`config.mk`:
```
export PLATFORM = sky130hd
export DESIGN_NAME = rstseq_top
export DESIGN_NICKNAME = d
export VERILOG_FILES = /design/src/rstseq_pkg.sv /design/src/rstseq_top.sv
export SDC_FILE = /design/constraint.sdc
export NUM_CORES = 1
export LEC_CHECK = 0
export ABC_CLOCK_PERIOD_IN_PS = 7100
export BUFFER_PORTS_ARGS = -buffer_cell sky130_fd_sc_hd__buf_2
export CAP_MARGIN = 10
export CORE_UTILIZATION = 57
export CTS_CLUSTER_SIZE = 28
export DETAILED_ROUTE_END_ITERATION = 10
export MAX_ROUTING_LAYER = met4
export PLACE_DENSITY = 0.85
export SYNTH_ARGS = -nofsm -noshare
export SYNTH_HDL_FRONTEND = slang
export SYNTH_SLANG_ARGS = --single-unit
```
`constraint.sdc`:
```
create_clock -name clk -period 7.1 [get_ports clk]
set_clock_uncertainty 0.1 [all_clocks]
set_input_delay 0.355 -clock clk [delete_from_list [all_inputs] [get_ports clk]]
set_output_delay 0.355 -clock clk [all_outputs]
set_load 0.01 [all_outputs]
```
`src/rstseq_pkg.sv`:
```
// Purpose: shared constants for the reset sequencer
// Assumes: 25 MHz system clock, slow reference sampled as a pin
// Notes: offsets are word indices on the plain register port
package rstseq_pkg;
    // register offsets
    localparam logic [3:0] OFF_RESET_CAUSE = 4'h0;
    localparam logic [3:0] OFF_PORT_CTRL = 4'h1;
    localparam logic [3:0] OFF_CLOCK_CTRL = 4'h2;
    localparam logic [3:0] OFF_INTERCORE_CTRL = 4'h3;
    localparam logic [3:0] OFF_CMD_VECTOR = 4'h4;
    localparam logic [3:0] OFF_BOOT_STATUS = 4'h5;
    // reset_cause fields
    localparam int BIT_EXTERNAL_CAUSE = 0;
    localparam int BIT_WATCHDOG_CAUSE = 1;
    // port_control_reg fields
    localparam int BIT_SOFT_TURN_OFF = 15;
    localparam logic [7:0] PORT_CTRL_RESET = 8'h00;
    // clock_control_reg fields
    localparam int BIT_SIG_CLK_SOURCE_SEL = 8;
    localparam int BIT_FAST_OUT_DISABLE = 7;
    localparam int BIT_CLK_OUT_DISABLE = 6;
    localparam int BIT_HOST_CLK_SELECT = 1;
    localparam int BIT_FAST_IN_DISABLE = 0;
    localparam logic [8:0] CLOCK_CTRL_RESET = 9'h000;
    // intercore / command vector fields
    localparam int BIT_SIG_HARD_RESET = 0;
    localparam int BIT_COMMAND_TRIGGER = 0;
    // boot
    localparam logic [31:0] EXT_BOOT_VECTOR = 32'h4000_0000;
    localparam logic [31:0] ROM_BOOT_VECTOR = 32'h0000_0000;
    localparam logic [3:0] CS0_WAIT_RESET = 4'hF;
    localparam logic CS0_PORT16_RESET = 1'b1;
    // timing counts in slow reference cycles; the signal hold counts on the selected reference
    localparam logic [2:0] EXT_QUALIFY_CYCLES = 3'h3;
    localparam logic [3:0] STRETCH_CYCLES = 4'h8;
    localparam logic [3:0] BOOT_LATCH_CYCLES = 4'h4;
    localparam logic [4:0] SIG_HOLD_CYCLES = 5'h10;
    localparam logic [1:0] SIG_CLK_DIV = 2'h2;
endpackage : rstseq_pkg

```
`src/rstseq_top.sv`:
```
// Purpose: qualify, stretch and record chip reset; sequence signal core reset
// Assumes: slow_ref_clk and fast_ref_clk well below half of clk
// Notes: time counts in slow or selected reference edges seen through a synchroniser
`timescale 1ns/1ns
module rstseq_top
(
    // clock, reset, enable
    input wire logic clk,
    input wire logic rst,
    input wire logic clk_en,
    // reset sources
    input wire logic por_req,
    input wire logic wdog_timeout,
    input wire logic reset_in_n,
    input wire logic reset_alt_n,
    // reference clocks and straps
    input wire logic slow_ref_clk,
    input wire logic fast_ref_clk,
    input wire logic boot_select,
    input wire logic host_cycle,
    // register port
    input wire logic [3:0] reg_addr,
    input wire logic [15:0] reg_wdata,
    input wire logic reg_wr,
    input wire logic reg_rd,
    output logic [15:0] reg_rdata,
    // reset outputs
    output logic sys_reset_out_n,
    output logic sig_reset_out,
    output logic sig_cmd_irq,
    // clock steering
    output logic host_clk_from_slow,
    output logic sig_clk_from_slow,
    output logic clk_out_pin_en,
    output logic fast_clk_out_pin_en,
    output logic fast_in_buf_en,
    output logic sig_pll_enable,
    output logic [1:0] sig_clk_div,
    // boot control
    output logic rom_enable,
    output logic chip_select_zero,
    output logic [31:0] reset_vector,
    output logic [3:0] cs0_wait_states,
    output logic cs0_port_16bit,
    // port control
    output logic soft_turn_off,
    output logic [7:0] port_select
);

    // pin synchronisers
    logic [1:0] slow_sync_reg;
    logic [1:0] fast_sync_reg;
    logic [1:0] rstin_sync_reg;
    logic [1:0] rstalt_sync_reg;
    logic [1:0] boot_sync_reg;
    logic [1:0] por_sync_reg;
    logic slow_prev_reg;
    logic fast_prev_reg;
    logic slow_tick;
    logic fast_tick;

    // sequencing state
    logic [2:0] ext_cnt_reg;
    logic ext_qual;
    logic any_req;
    logic [3:0] stretch_cnt_reg;
    logic in_reset_reg;
    logic in_reset_next;
    logic [1:0] cause_reg;
    logic boot_ext_reg;
    logic first_pending_reg;
    logic [4:0] sig_cnt_reg;
    logic ref_tick;

    // software registers
    logic soft_turn_off_reg;
    logic [7:0] port_ctrl_reg;
    logic [8:0] clock_ctrl_reg;
    logic hard_reset_reg;
    logic wr_port;
    logic wr_clock;
    logic wr_intercore;
    logic wr_cmd;
    logic sig_clk_source_sel;

    always_ff @(posedge clk or posedge rst)
    begin
        if (rst)
        begin
            slow_sync_reg <= 2'h0;
            fast_sync_reg <= 2'h0;
            rstin_sync_reg <= 2'h3;
            rstalt_sync_reg <= 2'h3;
            boot_sync_reg <= 2'h0;
            por_sync_reg <= 2'h3;
            slow_prev_reg <= 1'b0;
            fast_prev_reg <= 1'b0;
        end
        else if (clk_en)
        begin
            slow_sync_reg <= {slow_sync_reg[0], slow_ref_clk};
            fast_sync_reg <= {fast_sync_reg[0], fast_ref_clk};
            rstin_sync_reg <= {rstin_sync_reg[0], reset_in_n};
            rstalt_sync_reg <= {rstalt_sync_reg[0], reset_alt_n};
            boot_sync_reg <= {boot_sync_reg[0], boot_select};
            por_sync_reg <= {por_sync_reg[0], por_req};
            slow_prev_reg <= slow_sync_reg[1];
            fast_prev_reg <= fast_sync_reg[1];
        end
    end

    assign slow_tick = slow_sync_reg[1] & ~slow_prev_reg;
    assign fast_tick = fast_sync_reg[1] & ~fast_prev_reg;

    always_ff @(posedge clk or posedge rst)
    begin
        if (rst)
            ext_cnt_reg <= 3'h0;
        else if (clk_en)
        begin
            if (rstin_sync_reg[1] & rstalt_sync_reg[1])
                ext_cnt_reg <= 3'h0;
            else if (slow_tick & (ext_cnt_reg != rstseq_pkg::EXT_QUALIFY_CYCLES))
                ext_cnt_reg <= ext_cnt_reg + 3'h1;
        end
    end

    assign ext_qual = (ext_cnt_reg == rstseq_pkg::EXT_QUALIFY_CYCLES);
    assign any_req = ext_qual | wdog_timeout | por_sync_reg[1];

    // stretch counter reloads while any request stands
    always_ff @(posedge clk or posedge rst)
    begin
        if (rst)
            stretch_cnt_reg <= rstseq_pkg::STRETCH_CYCLES;
        else if (clk_en)
        begin
            if (any_req)
                stretch_cnt_reg <= rstseq_pkg::STRETCH_CYCLES;
            // release after eight more slow edges
            else if (slow_tick & (stretch_cnt_reg != 4'h0))
                stretch_cnt_reg <= stretch_cnt_reg - 4'h1;
        end
    end

    always_comb
    begin
        in_reset_next = any_req | (stretch_cnt_reg != 4'h0);
    end

    always_ff @(posedge clk or posedge rst)
    begin
        if (rst)
        begin
            in_reset_reg <= 1'b1;
            sys_reset_out_n <= 1'b0;
        end
        else if (clk_en)
        begin
            in_reset_reg <= in_reset_next;
            sys_reset_out_n <= ~in_reset_next;
        end
    end

    always_ff @(posedge clk or posedge rst)
    begin
        if (rst)
            cause_reg <= 2'h0;
        else if (clk_en)
        begin
            if (ext_qual)
                cause_reg <= 2'h1;
            else if (wdog_timeout)
                cause_reg <= 2'h2;
            else if (por_sync_reg[1])
                cause_reg <= 2'h0;
        end
    end

    // strap caught four slow edges before release
    always_ff @(posedge clk or posedge rst)
    begin
        if (rst)
            boot_ext_reg <= 1'b0;
        else if (clk_en)
        begin
            if (~any_req & slow_tick & (stretch_cnt_reg == rstseq_pkg::BOOT_LATCH_CYCLES))
                boot_ext_reg <= ~boot_sync_reg[1];
        end
    end

    // chip select zero only for the first host cycle
    always_ff @(posedge clk or posedge rst)
    begin
        if (rst)
            first_pending_reg <= 1'b1;
        else if (clk_en)
        begin
            if (in_reset_next)
                first_pending_reg <= 1'b1;
            else if (host_cycle)
                first_pending_reg <= 1'b0;
        end
    end

    always_ff @(posedge clk or posedge rst)
    begin
        if (rst)
        begin
            rom_enable <= 1'b1;
            chip_select_zero <= 1'b0;
            reset_vector <= rstseq_pkg::ROM_BOOT_VECTOR;
            cs0_wait_states <= rstseq_pkg::CS0_WAIT_RESET;
            cs0_port_16bit <= rstseq_pkg::CS0_PORT16_RESET;
        end
        else if (clk_en)
        begin
            rom_enable <= ~(boot_ext_reg & first_pending_reg);
            chip_select_zero <= boot_ext_reg & first_pending_reg & ~in_reset_reg;
            // high strap boots from internal ROM
            reset_vector <= boot_ext_reg ? rstseq_pkg::EXT_BOOT_VECTOR
                                         : rstseq_pkg::ROM_BOOT_VECTOR;
            if (in_reset_reg)
            begin
                cs0_wait_states <= rstseq_pkg::CS0_WAIT_RESET;
                cs0_port_16bit <= rstseq_pkg::CS0_PORT16_RESET;
            end
        end
    end

    assign wr_port = reg_wr & (reg_addr == rstseq_pkg::OFF_PORT_CTRL);
    assign wr_clock = reg_wr & (reg_addr == rstseq_pkg::OFF_CLOCK_CTRL);
    assign wr_intercore = reg_wr & (reg_addr == rstseq_pkg::OFF_INTERCORE_CTRL);
    assign wr_cmd = reg_wr & (reg_addr == rstseq_pkg::OFF_CMD_VECTOR);

    // only rst clears it, the power pin and other qualified resets do not
    always_ff @(posedge clk or posedge rst)
    begin
        if (rst)
            soft_turn_off_reg <= 1'b0;
        else if (clk_en & wr_port)
            soft_turn_off_reg <= reg_wdata[rstseq_pkg::BIT_SOFT_TURN_OFF];
    end

    // writes during reset are dropped: software is held anyway
    always_ff @(posedge clk or posedge rst)
    begin
        if (rst)
        begin
            port_ctrl_reg <= rstseq_pkg::PORT_CTRL_RESET;
            clock_ctrl_reg <= rstseq_pkg::CLOCK_CTRL_RESET;
        end
        else if (clk_en)
        begin
            if (in_reset_reg)
            begin
                port_ctrl_reg <= rstseq_pkg::PORT_CTRL_RESET;
                clock_ctrl_reg <= rstseq_pkg::CLOCK_CTRL_RESET;
            end
            else
            begin
                if (wr_port)
                    port_ctrl_reg <= reg_wdata[7:0];
                // source select lives in bit 8
                if (wr_clock)
                    clock_ctrl_reg <= reg_wdata[8:0];
            end
        end
    end

    // host hard reset and command trigger
    always_ff @(posedge clk or posedge rst)
    begin
        if (rst)
        begin
            hard_reset_reg <= 1'b0;
            sig_cmd_irq <= 1'b0;
        end
        else if (clk_en)
        begin
            if (in_reset_reg)
                hard_reset_reg <= 1'b0;
            else if (wr_intercore)
                hard_reset_reg <= reg_wdata[rstseq_pkg::BIT_SIG_HARD_RESET];
            sig_cmd_irq <= wr_cmd & ~in_reset_reg
                           & reg_wdata[rstseq_pkg::BIT_COMMAND_TRIGGER];
        end
    end

    assign sig_clk_source_sel = clock_ctrl_reg[rstseq_pkg::BIT_SIG_CLK_SOURCE_SEL];
    // fast reference is the default source
    assign ref_tick = sig_clk_source_sel ? slow_tick : fast_tick;

    // hold after release, counted on the selected reference
    always_ff @(posedge clk or posedge rst)
    begin
        if (rst)
            sig_cnt_reg <= rstseq_pkg::SIG_HOLD_CYCLES;
        else if (clk_en)
        begin
            // every qualified reset reaches the signal core
            if (in_reset_reg | hard_reset_reg)
                sig_cnt_reg <= rstseq_pkg::SIG_HOLD_CYCLES;
            // absent fast clock never ticks, so it stays held
            else if (ref_tick & (sig_cnt_reg != 5'h00))
                sig_cnt_reg <= sig_cnt_reg - 5'h01;
        end
    end

    // reset forces slow clocks and enables clock pins
    always_ff @(posedge clk or posedge rst)
    begin
        if (rst)
        begin
            sig_reset_out <= 1'b1;
            host_clk_from_slow <= 1'b1;
            sig_clk_from_slow <= 1'b1;
            clk_out_pin_en <= 1'b1;
            fast_clk_out_pin_en <= 1'b1;
            fast_in_buf_en <= 1'b1;
            sig_pll_enable <= 1'b0;
            sig_clk_div <= rstseq_pkg::SIG_CLK_DIV;
        end
        else if (clk_en)
        begin
            sig_reset_out <= in_reset_reg | hard_reset_reg | (sig_cnt_reg != 5'h00);
            host_clk_from_slow <= in_reset_reg
                                  | ~clock_ctrl_reg[rstseq_pkg::BIT_HOST_CLK_SELECT];
            sig_clk_from_slow <= in_reset_reg | sig_clk_source_sel;
            clk_out_pin_en <= in_reset_reg
                              | ~clock_ctrl_reg[rstseq_pkg::BIT_CLK_OUT_DISABLE];
            fast_clk_out_pin_en <= in_reset_reg
                                   | ~clock_ctrl_reg[rstseq_pkg::BIT_FAST_OUT_DISABLE];
            fast_in_buf_en <= in_reset_reg | sig_clk_source_sel
                              | ~clock_ctrl_reg[rstseq_pkg::BIT_FAST_IN_DISABLE];
            sig_pll_enable <= 1'b0;
            sig_clk_div <= rstseq_pkg::SIG_CLK_DIV;
        end
    end

    always_ff @(posedge clk or posedge rst)
    begin
        if (rst)
        begin
            soft_turn_off <= 1'b0;
            port_select <= rstseq_pkg::PORT_CTRL_RESET;
        end
        else if (clk_en)
        begin
            soft_turn_off <= soft_turn_off_reg;
            port_select <= port_ctrl_reg;
        end
    end

    // read data one cycle after the strobe, zero when idle or unmapped
    always_ff @(posedge clk or posedge rst)
    begin
        if (rst)
            reg_rdata <= 16'h0000;
        else if (clk_en)
        begin
            reg_rdata <= 16'h0000;
            if (reg_rd)
            begin
                case (reg_addr)
                    rstseq_pkg::OFF_RESET_CAUSE:
                        reg_rdata <= {14'h0000, cause_reg};
                    rstseq_pkg::OFF_PORT_CTRL:
                        reg_rdata <= {soft_turn_off_reg, 7'h00, port_ctrl_reg};
                    rstseq_pkg::OFF_CLOCK_CTRL:
                        reg_rdata <= {7'h00, clock_ctrl_reg};
                    rstseq_pkg::OFF_INTERCORE_CTRL:
                        reg_rdata <= {15'h0000, hard_reset_reg};
                    rstseq_pkg::OFF_BOOT_STATUS:
                        reg_rdata <= {13'h0000, sig_reset_out, first_pending_reg, boot_ext_reg};
                    default:
                        reg_rdata <= 16'h0000;
                endcase
            end
        end
    end

endmodule : rstseq_top

```
; Word-level counts from Yosys, hierarchy flattened
; Cells that the tools add are included.
[word_totals]
ff_bits = 117
latch_bits = 0
ramBits = 0
romBits = 0
out_inout_bits = 75
mem_count = 0
[op_classes]
add_sub_neg = 3
multipliers = 0
div_mod_pow = 0
order_cmp = 0
eq_ne = 8
shift = 0
mux = 21
bitwise_logic = 38
reduce_logical = 20
[op_table]
columns = operator, count
row1 = 16-bit one-hot mux with 5 select lines, 1
row2 = 31-bit 2-to-1 mux, 1
row3 = 9-bit 2-to-1 mux, 2
row4 = 2-bit AND reduction, 9
row5 = 1-bit AND, 17
row6 = 16-bit 2-to-1 mux, 1
row7 = 8-bit 2-to-1 mux, 2
row8 = 2-bit nonzero test, 7
row9 = 4-bit by 3-bit equality test with 1-bit output (second input constant), 3
row10 = 1-bit inverter, 11
row11 = 5-bit 2-to-1 mux, 2
row12 = 1-bit bitwise OR, 10
row13 = 4-bit by 2-bit equality test with 1-bit output (second input constant), 2
row14 = 4-bit 2-to-1 mux, 2
row15 = 2-bit 2-to-1 mux, 3
row16 = 3-bit 2-to-1 mux, 2
row17 = 1-bit 2-to-1 mux, 5
row18 = 5-bit nonzero test, 1
row19 = 5-bit by 1-bit subtractor with 5-bit output (second input constant), 1
row20 = 4-bit by 1-bit equality test with 1-bit output (second input constant), 1
row21 = 4-bit zero test, 1
row22 = 4-bit nonzero test, 1
row23 = 4-bit by 1-bit subtractor with 4-bit output (second input constant), 1
row24 = 3-bit by 1-bit adder with 3-bit output (second input constant), 1
row25 = other kinds (3), 3

; Longest topological paths before layout
; Gate-level depths: netlist of the first run.
[depth]
word_depth = 7
ltp_mapped = 6
mapped_depth_nobuf = 6

; Worst setup path after synthesis of the first run
; OpenSTA, ideal clock, no wires.
[synth_path]
kind = reg-to-reg
from = reg ext_cnt_reg[0]
to = reg boot_ext_reg
setup_ns = 0.133
arrival_ns = 1.560
path_slack_ns = 5.307
path_stages_with_launch = 7
path_buffers = 0
path_cell_list = dfrtp_1 > ha_1 > ha_1 > nor3_1 > nand2_1 > o31ai_1 > o41ai_1
[synth_between]
elab_chain_len = 7
[synth_lines]
columns = item, line
row1 = "start, declared", rstseq_top.sv:63  ; logic [2:0] ext_cnt_reg;
row2 = "start signal, assigned", rstseq_top.sv:124  ; ext_cnt_reg <= ext_cnt_reg + 3'h1;
row3 = 3-bit by 2-bit equality test with 1-bit output, rstseq_top.sv:128  ; assign ext_qual = (ext_cnt_reg == rstseq_pkg::EXT_QUALIFY_CYCLES);
row4 = net ext_qual, rstseq_top.sv:64  ; logic ext_qual;
row5 = 1-bit bitwise OR (2 in a row), rstseq_top.sv:129  ; assign any_req = ext_qual | wdog_timeout | por_sync_reg[1];
row6 = 1-bit inverter, rstseq_top.sv:187  ; if (~any_req & slow_tick & (stretch_cnt_reg == rstseq_pkg::BOOT_LATCH_CYCLES))
row7 = 1-bit AND (2 in a row), rstseq_top.sv:187
row8 = 2-bit AND reduction (no line), --
row9 = "end signal, assigned", rstseq_top.sv:188  ; boot_ext_reg <= ~boot_sync_reg[1];
row10 = "end, declared", rstseq_top.sv:70  ; logic boot_ext_reg;
; The timed path passes the listed nets, and every way through them passes these cells.
; A chain may end at the register's enable or synchronous reset.

; Worst setup path in the final report of the first run
[layout_path]
from = in clk_en
to = reg clock_ctrl_reg[4]
[layout_between]
elab_chain_len = 1
[layout_lines]
columns = item, line
row1 = "start, declared", rstseq_top.sv:10  ; input wire logic clk_en,
row2 = 2-bit AND reduction (no line), --
row3 = "end signal, assigned", rstseq_top.sv:251  ; clock_ctrl_reg <= rstseq_pkg::CLOCK_CTRL_RESET;
row4 = "end signal, assigned", rstseq_top.sv:258  ; clock_ctrl_reg <= rstseq_pkg::CLOCK_CTRL_RESET;
row5 = "end signal, assigned", rstseq_top.sv:266  ; clock_ctrl_reg <= reg_wdata[8:0];
row6 = "end, declared", rstseq_top.sv:78  ; logic [8:0] clock_ctrl_reg;
; No other way between the ends.

==> run summary, run 1 <==
status = completed
post-synthesis xor/xnor area fraction = 0.2160%
Distinct cells, synth = 55
routing usage on met2 = 36.58%
DRT antenna net count = 0
Area contributors post-synth = dfrtp_1 39%, dfstp_2 11%, buf_4 8.5%
share of layout cells above drive strength 1 = 29.91%
achievable frequency = 424.3 MHz
CP delay by family, top = buffers and inverters
DRC errors left = 0
Final Hold Viols = 0
commonest cells after routing, fill and taps aside = 63 x dfrtp_1, 56 x buf_2, 45 x conb_1, 32 x inv_1, 27 x mux2_2
CTS tree = yes
post-route clock period utilization = 33.19%
ys flop type = dfrtp_1
Layout Nets = 461
CP Cell Sequence = buf_2 -> buf_4 -> nand2b_4 -> or4_4 -> mux2i_1 -> o22ai_1
number of buffers and inverters on the critical path = 2
r2r startpoint = ext_cnt_reg[0]$_DFFE_PP0P_
core footprint = 6832 um2
Post-Syn Instances = 373
synthesized flop and latch total = 80
slowest CP cell = buf_2
top-area cell type share of the netlist area = 38.89%
crit path time final = 2.357 ns
Synth Area in Compound Gates = 11.79%
io pins = 108
area leader, netlist = dfrtp_1
Final HPWL DP = 5430 um
WL/cell = 15.22 um
vias per cell = 5.365
Worst R2R End = boot_ext_reg$_DFFE_PP0P_
crit path kind = input port to register
drt total wl = 7976 um
CTS Buf Count = 9
max cap viols = 0
setup bufs post-CTS = 0
Fillers = 534
met3 usage = 4.667%
die width = 86.34 um
synthesized cell area = 4054 um2
Post-Synth Adder-Cell Area = 1.543%
setup total negative slack = 0 ns
IO Port Bufs = 56
class of the worst hold path = input port to register
clk buf depth = 2
most common cell after layout, fill and taps aside = dfrtp_1
sequential cell area = 2023 um2
met1 GRT Util = 29.96%
clk slew on worst S/H paths = 0.08 ns
Arrival @ worst endpoint = 2.48 ns
# hold bufs at CTS = 0
mux cell area share after synthesis = 12.50%
Setup crit start kind = input port
first-pass GRT wire length = 12990 um
Simple-Gate Fraction of Synth Area = 10.28%
GRT busiest layer = met2
Clock Sinks = 80
vias = 2811
H-tree levels = 3
First-pass DRT Iterations = 4
internal reg-to-reg setup slack = 5.01 ns
Peak VDD IR = 0.0001377 V
Leak = 2.137 nW
initial antenna violation count = 0
Tot GR Track Use = 23.35%
routability cong. = 0.8132
CP peak stage delay = 0.60 ns
vias in the first global route = 2742
largest net degree at the start of global routing = 81
WP data required = 7.22 ns
area occupied by multi-input gates = 1642 um2
critical path capture point = clock_ctrl_reg[4]$_DFFE_PP0P_
fin. max-slew vios = 0
max FFs per register = 10
final setup violation count = 0
Max transition margin = 34.15%
Starting Density = 59.34%
DR iter-0 viols = 269
Async SR Flop Fraction = 100.0%
largest family of logic cells by synthesized area = buffers and inverters
CTS root buffer = clkbuf_8
Die Footprint = 7454 um2
global route overflow = 0
RSZ-0062 raised after global routing = no
Post-synth EDFFs = 0
synth-to-layout area growth = 9.136%
Critical Path Start = clk_en
crit-path max FO = 48
Vert. Die Dim = 86.34 um
worst slew pin tran = 0.9877 ns
power density over cell area = 238.0 nW/um2
Skew-Pair Late Insertion Delay = 0.36 ns
critical path capture point type = register
# diodes = 0
Final Util = 64.76%
Synth Warn # = 0
register area share after synthesis = 49.91%
worst reg-to-reg path cell count = 6
Crit. path cell count = 6
Mean Syn Cell Area = 10.87 um2
num rows = 30
post_cts resized = 0
-- power by group --
group / leakage (nW) / total (mW) / switching (mW) / internal [mW]
Clock: 0.112 / 0.369 / 0.164 / 0.206
Combinational: 0.998 / 0.153 / 0.0876 / 0.0658
Sequential: 1.03 / 0.530 / 0.0317 / 0.498
Total: 2.14 / 1.05 / 0.283 / 0.770
-- worst min-delay path by stage --
stage	start	end	cells after the start
2_1_floorplan	clock_ctrl_reg[1]$_DFFE_PP0P_	host_clk_from_slow$_DFFE_PP1P_	1
3_3_place_gp	boot_sync_reg[1]$_DFFE_PP0P_	boot_ext_reg$_DFFE_PP0P_	1
3_5_place_dp	boot_sync_reg[1]$_DFFE_PP0P_	boot_ext_reg$_DFFE_PP0P_	1
4_1_cts	reset_in_n	rstin_sync_reg[0]$_DFFE_PP1P_	2
5_1_grt	boot_select	boot_sync_reg[0]$_DFFE_PP0P_	2
6_report	boot_select	boot_sync_reg[0]$_DFFE_PP0P_	2
-- area by class of cell --
cell class | count | area share, %
multi-input combinational | 241 | 37.10
timing repair buffer | 58 | 6.674
clock inverter | 6 | 1.867
clock buffer | 10 | 3.111
tap | 96 | 2.715
inverter | 33 | 2.800
sequential | 80 | 45.73
-- cell families after synthesis --
group / Yosys count
flops: 80
compound gates: 72
fa+ha+maj: 5
buf+inv: 95
simple gates: 72
mux: 46
xor+xnor: 1
other cells: 2
-- cell usage after synthesis (all sizes together) (3+ instances only) --
master and n:
dfrtp 63, buf 57, inv 33, mux2 27, o22ai 22, mux2i 18
dfstp 17, nand2 16, nor2 16, o21ai 13, a21oi 9, a22oi 5
clkbuf 5, ha 5, nand2b 5, nand3 5, a22o 4, nor2b 4
nor3 4, a21o 3, a32o 3, nor3b 3, nor4 3
-- metal layers --
metal	share of wire (%)	wire length, um
met1	44	3544
met2	48	3857
met3	5.2	417
met4	2.0	156
met5	0	0
-- stage by stage --
step	hold slack [ns]	setup slack, ns	cell area (um2)	power, mW	cells
after floorplan	0.3260	4.621	4215	0.6620	416
after global placement	0.3460	4.461	4204	0.6769	508
after detailed placement	0.3561	4.411	4204	0.6904	508
after CTS	0.1295	4.759	4424	1.056	524
after global routing	0.1356	4.539	4424	1.097	524
final	0.1320	4.743	4424	1.053	524
No activity file was read; power rests on OpenSTA's default activity.
==> run 2, diff against run 1 <==
- ABC_CLOCK_PERIOD_IN_PS: 7100 -> 2000
- CORE_UTILIZATION: 57 -> 48
- PLACE_DENSITY: 0.85 -> 0.77
- clock period: 7.1 -> 2 ns (I/O delays scaled with it)
==> run 2 against run 1 <==
Against the previous run: flip-flop and latch count unchanged; critical path type is now register to register; critical path depth decreased by 1; combinational power increased to 3.9 times the previous value; utilization decreased by 6.8 points; critical endpoint is now stretch_cnt_reg[3]$_DFFE_PP1P_; clock power increased to 3.6 times the previous value; global-route usage decreased by 2.6 points.
==> run summary, run 2 (synthesized netlist as in run 1, its figures left out) <==
clk buf depth = 2 (unchanged)
num rows = 33 (+10%)
core footprint = 8175 um2 (+20%)
status = completed
fin. max-slew vios = 0 (unchanged)
Crit. path cell count = 5 (-1)
post-route clock period utilization = 94.81%
crit path time final = 1.896 ns
WP data required = 2.18 ns (-5.04 ns)
largest net degree at the start of global routing = 51 (-37%)
Max transition margin = 54.19% (+20 points)
vias per cell = 5.127 (-4.4%)
# diodes = 0 (unchanged)
Final WS setup = 0.1039 ns (-4.640 ns)
DRT antenna net count = 0 (unchanged)
Clock Sinks = 80 (unchanged)
clk slew on worst S/H paths = 0.08 ns (about the same)
vias = 2871 (+2.1%)
CTS tree = yes
drt total wl = 8215 um (+3.0%)
Peak VDD IR = 0.0005098 V (+270%)
vias in the first global route = 2726 (-0.58%)
Fillers = 659 (+23%)
global route overflow = 0 (unchanged)
max cap viols = 0 (unchanged)
Final Hold Viols = 0 (unchanged)
CP delay by family, top = adder cells
Leak = 2.265 nW (+6.0%)
crit-path max FO = 6 (-88%)
power density over cell area = 802.4 nW/um2 (+240%)
final setup violation count = 0 (unchanged)
RSZ-0062 raised after global routing = no
Setup crit start kind = register
slowest CP cell = or3_1
H-tree levels = 3 (unchanged)
Skew-Pair Late Insertion Delay = 0.35 ns (about the same)
routability cong. = 0.8363 (+2.8%)
WL/cell = 14.67 um (-3.6%)
share of layout cells above drive strength 1 = 29.23% (-0.68 points)
synth-to-layout area growth = 16.91%
IO Port Bufs = 56 (unchanged)
max FFs per register = 10 (unchanged)
Arrival @ worst endpoint = 2.08 ns (-0.40 ns)
Placement Setup Slack = 0.1396 ns (-4.272 ns)
Layout Nets = 488 (+5.9%)
io pins = 108 (unchanged)
DR iter-0 viols = 200 (-26%)
number of buffers and inverters on the critical path = 0 (-2)
setup bufs post-CTS = 0 (unchanged)
CTS Buf Count = 9 (unchanged)
CP Cell Sequence = ha_1 -> ha_1 -> or3_1 -> a21o_1 -> a22o_1
class of the worst hold path = input port to register
Starting Density = 49.59% (-9.8 points)
crit path kind = register to register
Vert. Die Dim = 93.90 um (+8.8%)
worst slew pin tran = 0.6853 ns (-0.3024 ns)
Die Footprint = 8817 um2 (+18%)
cell mode on critical path = ha_1
critical path capture point type = register
Layout Cells excl Fill = 560 (+6.9%)
most common cell after layout, fill and taps aside = dfrtp_1
CP peak stage delay = 0.45 ns (-0.15 ns)
worst reg-to-reg path cell count = 5 (-1)
first-pass GRT wire length = 13520 um (+4.1%)
Placed Cells = 523 (+3.0%)
First-pass DRT Iterations = 4 (unchanged)
hold path depth = 3 (+1)
commonest cells after routing, fill and taps aside = 63 x dfrtp_1, 56 x buf_2, 45 x conb_1, 32 x inv_1, 27 x mux2_2
die width = 93.90 um (+8.8%)
CTS root buffer = clkbuf_8
hold_ws = 0.03485 ns (-0.09716 ns)
Final HPWL DP = 5625 um (+3.6%)
initial antenna violation count = 0 (unchanged)
setup total negative slack = 0 ns (unchanged)
Tot GR Track Use = 20.71% (-2.6 points)
achievable frequency = 527.4 MHz
DRC errors left = 0 (unchanged)
-- run 2: worst register-to-register path, delay by kind of cell, from the launching register on --
kind	cells	cell delay (ns)
flops	1	0.40
simple gates	1	0.45
compound gates	2	0.41
fa+ha+maj	2	0.46
-- run 2: final cells by class --
class	instances	area, um2	share of cell area, %
Clock buffer	13	158.9	3.353
Clock inverter	3	65.06	1.373
Inverter	33	127.6	2.693
Multi-Input combinational cell	241	1645	34.71
Sequential cell	80	2023	42.69
Tap cell	105	131.4	2.772
Timing Repair Buffer	85	588.1	12.41
-- run 2: repair_timing --
item,4_1_cts,5_1_grt
gates resized for setup,0,2
hold buffers,21,0
hold endpoints to repair,47,0
setup endpoints to repair,0,2
-- run 2: worst paths after layout --
path | slack, ns | to | from
worst min-delay path | 0.03 | sig_cmd_irq$_DFFE_PP0P_ | reg_addr[2]
min in group asynchronous | 0.27 | sig_cnt_reg[2]$_DFFE_PP0P_ | rst
max in group asynchronous | 0.94 | fast_in_buf_en$_DFFE_PP1P_ | rst
worst min register to register | 0.37 | host_clk_from_slow$_DFFE_PP1P_ | clock_ctrl_reg[1]$_DFFE_PP0P_
worst max-delay path | 0.10 | stretch_cnt_reg[3]$_DFFE_PP1P_ | ext_cnt_reg[0]$_DFFE_PP0P_
worst max register to register | 0.10 | stretch_cnt_reg[3]$_DFFE_PP1P_ | ext_cnt_reg[0]$_DFFE_PP0P_
-- run 2: metal layers --
layer | vias up | part of all wire [%] | global-route usage (%) | wire, um
met1 | 1394 | 46 | 27.60 | 3771
met2 | 95 | 47 | 31.20 | 3881
met5 | - | 0 | - | 0
met4 | 0 | 1.7 | 6.667 | 139
met3 | 11 | 5.1 | 5.097 | 423
li1 | 1371 | - | - | -
-- run 2: metrics by stage --
step,cell area (um2),utilization (%),power (mW)
floorplan,4219,-,2.351
CTS,4736,57.93,3.829
global placement,4302,52.62,2.426
finish,4740,57.97,3.803
detailed placement,4302,52.62,2.466
global route,4740,57.97,3.994
-- run 2: power by group --
part           switching (mW)  internal (mW)  leakage, nW  total (mW)
logic                   0.318          0.277         1.12       0.596
clock network           0.557          0.771        0.114        1.33
registers               0.110           1.77         1.03        1.88
==> run 3, diff against run 2 <==
- PLACE_DENSITY: 0.77 -> unset
- PLACE_DENSITY_LB_ADDON: unset -> 0.25
==> run 3 against run 2 <==
Against the previous run: power shrank 1.8%; via count rose by 0.14%; clock power is 4% lower; sequential power barely moved; count of clock-buffer cells in the layout unchanged; fmax is 4.5% higher; non-clock buffer count grew 1.
==> run summary, run 3 (synthesized netlist as in run 1, its figures left out) <==
max cap viols = 0 (unchanged)
io pins = 108 (unchanged)
vias in the first global route = 2682 (-1.6%)
# diodes = 0 (unchanged)
most common cell after layout, fill and taps aside = dfrtp_1
first-pass GRT wire length = 13200 um (-2.4%)
DRC errors left = 0 (unchanged)
H-tree levels = 3 (unchanged)
sw frac = 25.46% (-0.45 points)
vias = 2875 (+0.14%)
met3 usage = 3.398% (-1.7 points)
core footprint = 8175 um2 (unchanged)
IO Port Bufs = 56 (unchanged)
Final HPWL DP = 5416 um (-3.7%)
max FFs per register = 10 (unchanged)
clock share of power = 34.2% (-0.7 points)
Tot GR Track Use = 20.27% (-0.43 points)
CTS root buffer = clkbuf_8
commonest cells after routing, fill and taps aside = 63 x dfrtp_1, 56 x buf_2, 45 x conb_1, 32 x inv_1, 27 x mux2_2
CTS tree = yes
routability cong. = 0.7852 (-6.1%)
met1 GRT Util = 29.12% (+1.5 points)
Leak = 2.257 nW (-0.35%)
Arrival @ worst endpoint = 1.97 ns (-0.11 ns)
largest net degree at the start of global routing = 56 (+9.8%)
RSZ-0062 raised after global routing = no
internal reg-to-reg setup slack = 0.19 ns (+0.08 ns)
DR iter-0 viols = 204 (+2.0%)
GRT busiest layer = met1
Die Footprint = 8817 um2 (unchanged)
share of layout cells above drive strength 1 = 29.17% (-0.064 points)
class of the worst hold path = input port to register
synth-to-layout area growth = 16.27%
vias per cell = 5.125 (about the same)
Pint = 2.785 mW (-1.2%)
crit path time final = 1.814 ns (-0.08249 ns)
WL/cell = 14.17 um (-3.4%)
power density over cell area = 792.6 nW/um2 (-1.2%)
num rows = 33 (unchanged)
global route overflow = 0 (unchanged)
post-route clock period utilization = 90.68% (-4.1 points)
Vert. Die Dim = 93.90 um (unchanged)
DRT antenna net count = 0 (unchanged)
setup total negative slack = 0 ns (unchanged)
achievable frequency = 551.4 MHz (+4.5%)
Skew-Pair Late Insertion Delay = 0.34 ns (about the same)
Worst R2R End = sig_cnt_reg[1]$_DFFE_PP0P_
clk buf depth = 2 (unchanged)
r2r startpoint = sig_cnt_reg[0]$_DFFE_PP0P_
Max transition margin = 61.60% (+7.4 points)
routing usage on met2 = 28.95% (-2.3 points)
hold path depth = 3 (unchanged)
final setup violation count = 0 (unchanged)
drt total wl = 7952 um (-3.2%)
switching power = 950.9 uW (-3.5%)
worst reg-to-reg path cell count = 6 (+1)
Peak VDD IR = 0.0004029 V (-21%)
WP data required = 2.16 ns (-0.02 ns)
Layout Nets = 489 (+0.20%)
Clock Sinks = 80 (unchanged)
First-pass DRT Iterations = 4 (unchanged)
Final Hold Viols = 0 (unchanged)
critical path capture point = sig_cnt_reg[1]$_DFFE_PP0P_
die width = 93.90 um (unchanged)
worst slew pin tran = 0.5761 ns (-0.1092 ns)
clk slew on worst S/H paths = 0.08 ns (about the same)
crit path kind = register to register
initial antenna violation count = 0 (unchanged)
critical path capture point type = register
Power, Total = 3.736 mW (-1.8%)
CTS Buf Count = 9 (unchanged)
Starting Density = 49.59% (unchanged)
crit-path max FO = 4 (-2)
Critical Path Start = sig_cnt_reg[0]$_DFFE_PP0P_
Gate power share = 15.6% (about the same)
fin. max-slew vios = 0 (unchanged)
Setup crit start kind = register
Reg power frac = 50.2% (+0.8 points)
status = completed
[run 3: changes by cell type in the layout (fill, tap and decap cells not counted)]
cell | before | now
buf_4 | 5 | 8
buf_12 | 3 | 1
clkbuf_1 | 2 | 3
clkbuf_8 | 11 | 10
nor3b_1 | 3 | 2
nor3b_2 | 0 | 1
o21ai_0 | 12 | 13
o21ai_2 | 1 | 0
[run 3: worst min-delay path by stage]
stage	start	end	slack (ns)
finish	reg_addr[3]	hard_reset_reg$_DFFE_PP0P_	0.05
floorplan	reg_wdata[1]	port_ctrl_reg[1]$_DFFE_PP0P_	0.13
global placement	rst	fast_prev_reg$_DFFE_PP0P_	0.16
detailed placement	rst	fast_sync_reg[1]$_DFFE_PP0P_	0.16
global route	reg_addr[3]	hard_reset_reg$_DFFE_PP0P_	0.05
CTS	reg_addr[3]	hard_reset_reg$_DFFE_PP0P_	0.03
[run 3: per-layer routing]
layer	wire (um)	up-vias
met4	57	0
met2	3673	93
met3	370	4
li1	-	1370
met1	3851	1408
met5	0	-
[run 3: what timing repair did]
item,in CTS,in global routing
resized for setup,0,1
hold buffers,21,0
endpoints found under the hold margin,91,0
buffers inserted,0,0
endpoints found under the setup margin,0,3
[run 3: cell type report]
| cell class | instances | area, um2 |
|---|---|---|
| Fill cell | 714 | 3462 |
| Sequential cell | 80 | 2023 |
| Multi-Input combinational cell | 241 | 1647 |
| Timing Repair Buffer | 86 | 570.5 |
| Clock buffer | 13 | 148.9 |
| Tap cell | 105 | 131.4 |
| Inverter | 33 | 127.6 |
| Clock inverter | 3 | 65.06 |
[run 3: stage by stage]
step	cell area (um2)	setup WS (ns)	cells	utilization, %	hold WS (ns)
3_5_place_dp	4284	0.1165	524	52.40	0.1618
2_1_floorplan	4219	0.2073	416	-	0.1331
3_3_place_gp	4284	0.2311	524	52.40	0.1556
6_report	4713	0.1864	561	57.65	0.05404
4_1_cts	4708	0.09565	561	57.59	0.03393
5_1_grt	4713	0.02133	561	57.65	0.05134
[run 3: power groups by stage]
| stage | Combinational [mW] | Sequential (mW) | Clock (mW) |
|---|---|---|---|
| 2_1_floorplan | 0.481 | 1.87 | 0 |
| 3_3_place_gp | 0.535 | 1.90 | 0 |
| 3_5_place_dp | 0.554 | 1.90 | 0 |
| 4_1_cts | 0.586 | 1.87 | 1.32 |
| 5_1_grt | 0.661 | 1.90 | 1.38 |
| 6_report | 0.583 | 1.87 | 1.28 |
[run 3: critical path: stages (launching register included)]
cell	delay, ns
dfrtp_1	0.41
inv_1	0.06
ha_1	0.17
or4b_1	0.48
o21ai_0	0.17
a21boi_0	0.18
o22ai_1	0.16
